File: src/core/eiv_consts.vh
// Constants for the external interrupt and vector block.
// Assumes a Wishbone classic slave with 32-bit data, byte-word offsets.
`ifndef EIV_CONSTS_VH
`define EIV_CONSTS_VH
// ==========================================================
// Register byte offsets
`define EIV_CTRL_OFS 8'h00
`define EIV_ENABLE_OFS 8'h04
`define EIV_FLAG_OFS 8'h08
`define EIV_MASK_LO_OFS 8'h0C
`define EIV_MASK_HI_OFS 8'h10
`define EIV_PEND_OFS 8'h14
`define EIV_VECTOR_OFS 8'h18
`define EIV_STATUS_OFS 8'h1C
// ==========================================================
// Field positions
`define EIV_SENSE_LSB 0
`define EIV_EN_EXT_BIT 6
`define EIV_EN_PCHI_BIT 5
`define EIV_EN_PCLO_BIT 4
`define EIV_FLG_EXT_BIT 6
`define EIV_FLG_PCHI_BIT 5
`define EIV_FLG_PCLO_BIT 4
// ==========================================================
// Sense modes
`define EIV_SENSE_LOW 2'h0
`define EIV_SENSE_ANY 2'h1
`define EIV_SENSE_FALL 2'h2
`define EIV_SENSE_RISE 2'h3
// ==========================================================
// Vector word addresses
`define EIV_VEC_RESET 5'h00
`define EIV_VEC_EXT 5'h01
`define EIV_VEC_PC_LO 5'h02
`define EIV_VEC_PC_HI 5'h03
`define EIV_VEC_WDOG 5'h04
`define EIV_VEC_T16_CAP 5'h05
`define EIV_VEC_T16_CMPA 5'h06
`define EIV_VEC_T16_CMPB 5'h07
`define EIV_VEC_T16_OVF 5'h08
`define EIV_VEC_T8_CMPA 5'h09
`define EIV_VEC_T8_CMPB 5'h0A
`define EIV_VEC_T8_OVF 5'h0B
`define EIV_VEC_COMP 5'h0C
`define EIV_VEC_CONV 5'h0D
`define EIV_VEC_NVM 5'h0E
`define EIV_VEC_SER_STR 5'h0F
`define EIV_VEC_SER_OVF 5'h10
`define EIV_NUM_SRC 16
// ==========================================================
// Reset values
`define EIV_CTRL_RST 2'h0
`define EIV_BYTE_RST 8'h00
`endif

File: src/core/eiv_top.v
// External interrupt detection, flags and vector selection.
// Assumes pins are asynchronous inputs and a Wishbone classic master.
`timescale 1ns/1ps
`include "eiv_consts.vh"
// Functional notes
// - Every reset source starts execution at vector word 0x0000.
// - Dedicated interrupt pin request uses vector 0x0001.
// - Lower pin-change group at 0x0002, upper group at 0x0003.
// - 16-bit timer capture, compare A, compare B, overflow at 0x0005-0x0008.
// - 8-bit timer compare A, compare B, overflow at 0x0009-0x000B.
// - Watchdog 0x0004; comparator through serial overflow 0x000C-0x0010.
// - Pins trigger even when driven as outputs by the device.
// - Any enabled toggle on inputs 0 to 7 raises lower group request.
// - Any enabled toggle on inputs 8 to 11 raises upper group request.
// - Only mask-selected pins contribute to their group request.
// - Pin changes are detected without the I/O clock for wake-up.
// - Dedicated pin triggers on falling, rising edge or low level.
// - Low-level mode keeps the request asserted while the pin is low.
// - Edges on the dedicated pin are seen only with I/O clock running.
// - Low level on dedicated pin is detected without the I/O clock.
// - Low level gone before wake completes means no handler branch.
// - Sense field: 00 low, 01 any change, 10 falling, 11 rising.
// - Edge pulses longer than one clock period are caught while the I/O clock runs.
// - Flags set by events, cleared by vector execution or writing one.
// - A pin is enabled only when mask bit and group enable are set.
module eiv_top #(
  parameter NPC = 12,
  parameter NLO = 8
) (
  input wire clk_i,
  input wire rst_i,
  input wire [31:0] wb_adr_i,
  input wire [31:0] wb_dat_i,
  input wire [3:0] wb_sel_i,
  input wire wb_we_i,
  input wire wb_cyc_i,
  input wire wb_stb_i,
  output reg [31:0] wb_dat_o,
  output reg wb_ack_o,
  input wire ext_irq_pin_i,
  input wire [NPC-1:0] pin_change_inputs_i,
  input wire io_clk_run_i,
  input wire [12:0] periph_req_i,
  input wire vec_taken_i,
  input wire [4:0] vec_taken_addr_i,
  output reg irq_req_o,
  output reg [4:0] irq_vec_o,
  output reg wake_o,
  output reg [4:0] reset_vec_o
);
  // ==========================================================
  // Pin synchronisers; stage one is read only by stage two.
  reg ext_s1_r, ext_s2_r, ext_prev_r;
  reg [NPC-1:0] pc_s1_r, pc_s2_r, pc_prev_r;
  always @(posedge clk_i) begin
    if (rst_i) begin
      ext_s1_r <= 1'b1;
      ext_s2_r <= 1'b1;
      ext_prev_r <= 1'b1;
      pc_s1_r <= {NPC{1'b0}};
      pc_s2_r <= {NPC{1'b0}};
      pc_prev_r <= {NPC{1'b0}};
    end else begin
      ext_s1_r <= ext_irq_pin_i;
      ext_s2_r <= ext_s1_r;
      ext_prev_r <= ext_s2_r;
      pc_s1_r <= pin_change_inputs_i;
      pc_s2_r <= pc_s1_r;
      pc_prev_r <= pc_s2_r;
    end
  end
  // ==========================================================
  // Registers.
  reg [1:0] sense_r;
  reg en_ext_r, en_pclo_r, en_pchi_r;
  reg [NLO-1:0] mask_lo_r;
  reg [NPC-NLO-1:0] mask_hi_r;
  reg flg_ext_r, flg_pclo_r, flg_pchi_r;
  // ==========================================================
  // Pin-change detection per pin.
  wire [NPC-1:0] pc_hit;
  genvar g;
  generate
    for (g = 0; g < NPC; g = g + 1) begin : g_pc
      wire msk;
      if (g < NLO) begin : g_lo
        assign msk = mask_lo_r[g] & en_pclo_r;
      end else begin : g_hi
        assign msk = mask_hi_r[g-NLO] & en_pchi_r;
      end
      // Toggle compare needs no I/O clock gate, only the system clock.
      assign pc_hit[g] = msk & (pc_s2_r[g] ^ pc_prev_r[g]);
    end
  endgenerate
  wire pclo_ev = |pc_hit[NLO-1:0];
  wire pchi_ev = |pc_hit[NPC-1:NLO];
  // ==========================================================
  // Dedicated pin sensing.
  wire ext_low = ~ext_s2_r;
  wire ext_fall = ext_prev_r & ~ext_s2_r;
  wire ext_rise = ~ext_prev_r & ext_s2_r;
  reg ext_edge;
  always @* begin
    case (sense_r)
      `EIV_SENSE_ANY: ext_edge = ext_fall | ext_rise;
      `EIV_SENSE_FALL: ext_edge = ext_fall;
      `EIV_SENSE_RISE: ext_edge = ext_rise;
      default: ext_edge = 1'b0;
    endcase
  end
  // Edges need the I/O clock; a two-cycle-wide pulse is always seen.
  wire ext_edge_ev = ext_edge & io_clk_run_i;
  wire level_mode = (sense_r == `EIV_SENSE_LOW);
  // Level request is live from the pin, never latched, so a level that
  // vanishes before wake-up leaves nothing pending.
  wire ext_level_req = level_mode & ext_low & en_ext_r;
  // ==========================================================
  // Bus decode.
  wire wb_req = wb_cyc_i & wb_stb_i & ~wb_ack_o;
  wire wb_wr = wb_req & wb_we_i & wb_sel_i[0];
  wire [7:0] ofs = {wb_adr_i[7:2], 2'b00};
  wire [7:0] wd = wb_dat_i[7:0];
  wire flag_wr = wb_wr & (ofs == `EIV_FLAG_OFS);
  wire clr_ext = (flag_wr & wd[`EIV_FLG_EXT_BIT]) |
    (vec_taken_i & vec_taken_addr_i == `EIV_VEC_EXT);
  wire clr_pclo = (flag_wr & wd[`EIV_FLG_PCLO_BIT]) |
    (vec_taken_i & vec_taken_addr_i == `EIV_VEC_PC_LO);
  wire clr_pchi = (flag_wr & wd[`EIV_FLG_PCHI_BIT]) |
    (vec_taken_i & vec_taken_addr_i == `EIV_VEC_PC_HI);
  // ==========================================================
  // Flags: set wins over clear; edge flag is held clear in level mode.
  always @(posedge clk_i) begin
    if (rst_i) begin
      flg_ext_r <= 1'b0;
      flg_pclo_r <= 1'b0;
      flg_pchi_r <= 1'b0;
    end else begin
      if (level_mode)
        flg_ext_r <= 1'b0;
      else if (ext_edge_ev)
        flg_ext_r <= 1'b1;
      else if (clr_ext)
        flg_ext_r <= 1'b0;
      if (pclo_ev)
        flg_pclo_r <= 1'b1;
      else if (clr_pclo)
        flg_pclo_r <= 1'b0;
      if (pchi_ev)
        flg_pchi_r <= 1'b1;
      else if (clr_pchi)
        flg_pchi_r <= 1'b0;
    end
  end
  // ==========================================================
  // Control register writes.
  always @(posedge clk_i) begin
    if (rst_i) begin
      sense_r <= `EIV_CTRL_RST;
      en_ext_r <= 1'b0;
      en_pclo_r <= 1'b0;
      en_pchi_r <= 1'b0;
      mask_lo_r <= {NLO{1'b0}};
      mask_hi_r <= {(NPC-NLO){1'b0}};
    end else if (wb_wr) begin
      case (ofs)
        `EIV_CTRL_OFS: sense_r <= wd[`EIV_SENSE_LSB+1:`EIV_SENSE_LSB];
        `EIV_ENABLE_OFS: begin
          en_ext_r <= wd[`EIV_EN_EXT_BIT];
          en_pclo_r <= wd[`EIV_EN_PCLO_BIT];
          en_pchi_r <= wd[`EIV_EN_PCHI_BIT];
        end
        `EIV_MASK_LO_OFS: mask_lo_r <= wd[NLO-1:0];
        `EIV_MASK_HI_OFS: mask_hi_r <= wd[NPC-NLO-1:0];
        default: sense_r <= sense_r;
      endcase
    end
  end
  // ==========================================================
  // Pending requests and vector choice.
  wire [`EIV_NUM_SRC-1:0] pend;
  assign pend[0] = ext_level_req | (flg_ext_r & en_ext_r);
  assign pend[1] = flg_pclo_r & en_pclo_r;
  assign pend[2] = flg_pchi_r & en_pchi_r;
  // Bits 3..15 map to 0x0004..0x0010 in table order.
  assign pend[`EIV_NUM_SRC-1:3] = periph_req_i;
  wire any_pend;
  wire [4:0] win_vec;
  eiv_prio_enc #(.N(`EIV_NUM_SRC)) u_enc (
    .req_i(pend),
    .any_o(any_pend),
    .vec_o(win_vec)
  );
  // Wake uses the synchronised pin level too, so a low level wakes with no I/O clock.
  wire wake_nxt = any_pend | (level_mode & en_ext_r & ext_low);
  always @(posedge clk_i) begin
    if (rst_i) begin
      irq_req_o <= 1'b0;
      irq_vec_o <= `EIV_VEC_RESET;
      wake_o <= 1'b0;
      reset_vec_o <= `EIV_VEC_RESET;
    end else begin
      irq_req_o <= any_pend;
      irq_vec_o <= win_vec;
      wake_o <= wake_nxt;
      reset_vec_o <= `EIV_VEC_RESET;
    end
  end
  // ==========================================================
  // Wishbone classic slave: one-cycle ack, unmapped reads return zero.
  reg [7:0] rd;
  always @* begin
    case (ofs)
      `EIV_CTRL_OFS: rd = {6'h00, sense_r};
      `EIV_ENABLE_OFS: rd = {1'b0, en_ext_r, en_pchi_r, en_pclo_r, 4'h0};
      `EIV_FLAG_OFS: rd = {1'b0, flg_ext_r, flg_pchi_r, flg_pclo_r, 4'h0};
      `EIV_MASK_LO_OFS: rd = mask_lo_r;
      `EIV_MASK_HI_OFS: rd = {{(8-NPC+NLO){1'b0}}, mask_hi_r};
      `EIV_PEND_OFS: rd = {7'h00, any_pend};
      `EIV_VECTOR_OFS: rd = {3'h0, win_vec};
      `EIV_STATUS_OFS: rd = {7'h00, ext_s2_r};
      default: rd = `EIV_BYTE_RST;
    endcase
  end
  always @(posedge clk_i) begin
    if (rst_i) begin
      wb_ack_o <= 1'b0;
      wb_dat_o <= 32'h00000000;
    end else begin
      wb_ack_o <= wb_req;
      wb_dat_o <= wb_req ? {24'h000000, rd} : 32'h00000000;
    end
  end
endmodule

File: src/core/eiv_prio_enc.v
// Fixed-priority encoder from request bits to vector word address.
// Assumes bit 0 is vector 0x0001 and higher bits follow in order.
`timescale 1ns/1ps
`include "eiv_consts.vh"
module eiv_prio_enc #(
  parameter N = `EIV_NUM_SRC
) (
  input wire [N-1:0] req_i,
  output reg any_o,
  output reg [4:0] vec_o
);
  integer k;
  // ==========================================================
  // Lowest index wins, so scan downward and let lower bits overwrite.
  always @* begin
    any_o = 1'b0;
    vec_o = `EIV_VEC_RESET;
    for (k = N - 1; k >= 0; k = k - 1) begin
      if (req_i[k]) begin
        any_o = 1'b1;
        vec_o = k[4:0] + 5'h01;
      end
    end
  end
endmodule

File: config.mk
export PLATFORM = sky130hd
export DESIGN_NAME = eiv_top
export DESIGN_NICKNAME = d
export VERILOG_FILES = /design/src/core/eiv_top.v /design/src/core/eiv_prio_enc.v
export VERILOG_INCLUDE_DIRS = /design/src /design/src/core
export SDC_FILE = /design/constraint.sdc
export NUM_CORES = 1
export LEC_CHECK = 0
export BUFFER_PORTS_ARGS = -buffer_cell sky130_fd_sc_hd__clkbuf_2
export CAP_MARGIN = 20
export CORE_ASPECT_RATIO = 0.6
export CORE_UTILIZATION = 50
export DETAILED_ROUTE_END_ITERATION = 8
export PLACE_DENSITY = 0.82
export SLEW_MARGIN = 10
export SYNTH_ARGS = -nofsm -noshare
export SYNTH_HDL_FRONTEND = slang
export SYNTH_SLANG_ARGS = --single-unit
export TNS_END_PERCENT = 20
File: constraint.sdc
create_clock -name clk_i -period 2.5 [get_ports clk_i]
set_clock_uncertainty 0.15 [all_clocks]
set_input_delay 0.375 -clock clk_i [delete_from_list [all_inputs] [get_ports clk_i]]
set_output_delay 0.375 -clock clk_i [all_outputs]
set_load 0.1 [all_outputs]
==> flow_metrics.env <==
export IMPL_status="finished clean"
export IMPL_finalSetupTns_ns=0
export IMPL_ys_seq_area_share_pct=47.24
export IMPL_dr_pass1_iters=6
export IMPL_vias=2525
export IMPL_drive_above_1_share_pct=24.38
export IMPL_max_freq_mhz=495.7
export IMPL_track_usage_pct=20.68
export IMPL_die_h_microns=63.76
export IMPL_gr_total_overflow=0
export IMPL_cts_root_buffer="clkbuf_8"
export IMPL_floorplan_initialDensity_pct=52.01
export IMPL_finalMaxSlewViolations=0
export IMPL_area_growth_syn_to_layout_pct=15.24
export IMPL_core_area_sq_mm=0.006111
export IMPL_rsz0062_at_grt="no"
export IMPL_busiest_layer="met1"
export IMPL_syn_inst=329
export IMPL_place_congestion=0.9095
export IMPL_n_antenna_cell=0
export IMPL_dieArea_sq_mm=0.006689
export IMPL_hold_viol=0
export IMPL_ant_nets=0
export IMPL_cp_start_kind="flip-flop"
export IMPL_placementRows=22
export IMPL_place_detailed_hpwl_microns=5040
export IMPL_syn_area_sq_mm=0.003178
export IMPL_placed_area_sq_mm=0.003476
export IMPL_hold_class="in -> reg"
export IMPL_ys_ff_latch=75
export IMPL_pin_count=151
export IMPL_htree_num_levels=3
export IMPL_nets=506
export IMPL_grt_pass1_wl_microns=10350
export IMPL_via_per_inst=5.195
export IMPL_synth_avg_cell_area_sq_um=9.660
export IMPL_fin_crit_sh_pct=80.69
export IMPL_cts_hold_buf=0
export IMPL_clock_latency_ns=0.35
export IMPL_path_class="reg -> reg"
export IMPL_port_buffers=68
export IMPL_die_x_microns=104.9
export IMPL_holdWs_ns=0.05761
export IMPL_cp_max_fo=5
export IMPL_endpoint_kind="flip-flop"
export IMPL_crit_chain="a22oi_1 > nand4_1 > or3_1 > a21oi_1 > o31ai_1"
export IMPL_clk_path_buf_depth=2
export IMPL_finalWirelength_microns=6692
export IMPL_setup_viol=0
export IMPL_slowest_stage="or3_1"
export IMPL_routedWlPerCell_microns=13.77
export IMPL_post_cts_buffers=0
export IMPL_yosysWarnings=0
export IMPL_ir_worst_vdd_mv=0.3082
export IMPL_tightest_slew_ns=0.5427
export IMPL_cts_resized=0
export IMPL_power_density_mw_per_mm2=676.1
export IMPL_met1_usage_pct=29.02
export IMPL_clk_pin_slew_ns=0.07
export IMPL_cts_buffers=9
export IMPL_synth_edf_count=0
export IMPL_cts_sinks=75
export IMPL_grt_max_degree=40
export IMPL_slowest_delay_ns=0.53
export IMPL_drcViolationCount=0
export IMPL_antenna_found_initial=0
export IMPL_leakage_uw=0.001632
export IMPL_synth_cell_types=49
export IMPL_cts_tree="yes"
export IMPL_grt_pass1_vias=2145
export IMPL_cp_arrival_ns=2.09
export IMPL_grt_util_met2_pct=28.39
export IMPL_drtIter0Drc=222
export IMPL_use_met3_pct=7.959
export IMPL_crit_required_ns=2.57
export IMPL_slew_headroom_pct=63.97
export IMPL_async_reset_ff_share_pct=0
export IMPL_fin_area_sq_mm=0.003662
export IMPL_nFillCells=532
export IMPL_max_cap_violations=0
export IMPL_synth_main_ff_cell="dfxtp_1"
export IMPL_fin_crit_ns=2.017
[cell usage in the layout (no fill, tap or decap), types with 9 or more instances in the layout]
cell type  count
mux2i_1       20
xor2_1        12
dfxtp_1       75
nor2b_1       41
conb_1        29
nor2_1        31
clkbuf_2      68
nand2_1       14
a22oi_1        9
clkbuf_8      12
[registers in the layout (all words and copies together) (netlist names), 2 cells and up]
register / cells
wb_dat_o: 8
pc_prev_r: 12
sense_r: 2
mask_hi_r: 4
mask_lo_r: 8
irq_vec_o: 5
pc_s2_r: 12
pc_s1_r: 12
[report_power, final]
| part | switching, uW | internal, uW |
|---|---|---|
| registers | 11.3 | 1220 |
| logic | 312 | 70.8 |
| clock network | 419 | 438 |
| total | 743 | 1730 |
[synth_stat cells, drive strengths merged (5+ instances only)]
library cell / count / area [sq um]
mux2i: 20 / 200.2
nor3: 9 / 61.31
a22oi: 9 / 67.56
nand2: 14 / 52.55
clkbuf: 9 / 33.78
xor2: 12 / 105.1
nor4: 6 / 52.55
nor2: 31 / 116.4
nand3: 5 / 25.02
a21oi: 8 / 40.04
nor2b: 41 / 256.5
buf: 32 / 241.5
dfxtp: 75 / 1501
inv: 7 / 26.28
[logic make-up (layout without fill, tap and decap cells)]
group / after synthesis / count (layout) / share of synthesized area (%)
buffers and inverters: 48 / 93 / 9.488
adder cells (fa/ha/maj): 2 / 2 / 0.7873
other: 1 / 29 / 0.1180
XOR/XNOR: 12 / 12 / 3.307
AND/OR/NAND/NOR: 128 / 128 / 22.76
AO/OA/AOI/OAI: 39 / 39 / 8.583
flip-flops: 75 / 75 / 47.24
multiplexers: 24 / 24 / 7.716
[worst paths after layout]
path                 end  cells after the start  slack (ns)           from
max          wb_dat_o[0]                      5        0.48      en_pchi_r
min             ext_s1_r                      2        0.06  ext_irq_pin_i
max reg2reg  wb_dat_o[0]                      5        0.48      en_pchi_r
min reg2reg     ext_s2_r                      1        0.26       ext_s1_r
[area by class of cell]
type / instances / area [sq um] / share of cell area (%)
repair buffers: 71 / 362.8 / 9.908
well taps: 84 / 105.1 / 2.870
clock buffers: 12 / 165.2 / 4.510
inverters: 7 / 26.28 / 0.7175
clock inverters: 3 / 21.27 / 0.5808
multi-input cells: 234 / 1480 / 40.42
flip-flops and latches: 75 / 1501 / 41.00
[through the flow]
stage	setup WS, ns	instances	total power [uW]	util, %
2_1_floorplan	0.3903	357	1601	-
3_3_place_gp	0.3508	471	1638	56.88
3_5_place_dp	0.3260	471	1644	56.88
4_1_cts	0.5817	486	2498	59.93
5_1_grt	0.4604	486	2573	59.93
6_report	0.4827	486	2476	59.93
[worst max-delay path, delay by kind of cell (launching register included)]
| family | cells | cell delay, ns |
|---|---|---|
| AOI/OAI and AO/OA | 3 | 0.58 |
| and+or+nand+nor | 2 | 0.78 |
| DFF | 1 | 0.37 |
[metal layers]
| layer | vias to the layer above | wire, microns | share of wire, % |
|---|---|---|---|
| met5 | - | 0 | 0 |
| met4 | 0 | 186 | 2.8 |
| met3 | 29 | 717 | 11 |
| met2 | 140 | 2670 | 40 |
| met1 | 1155 | 3118 | 47 |
| li1 | 1201 | - | - |
No activity file was read; power rests on OpenSTA's default activity.
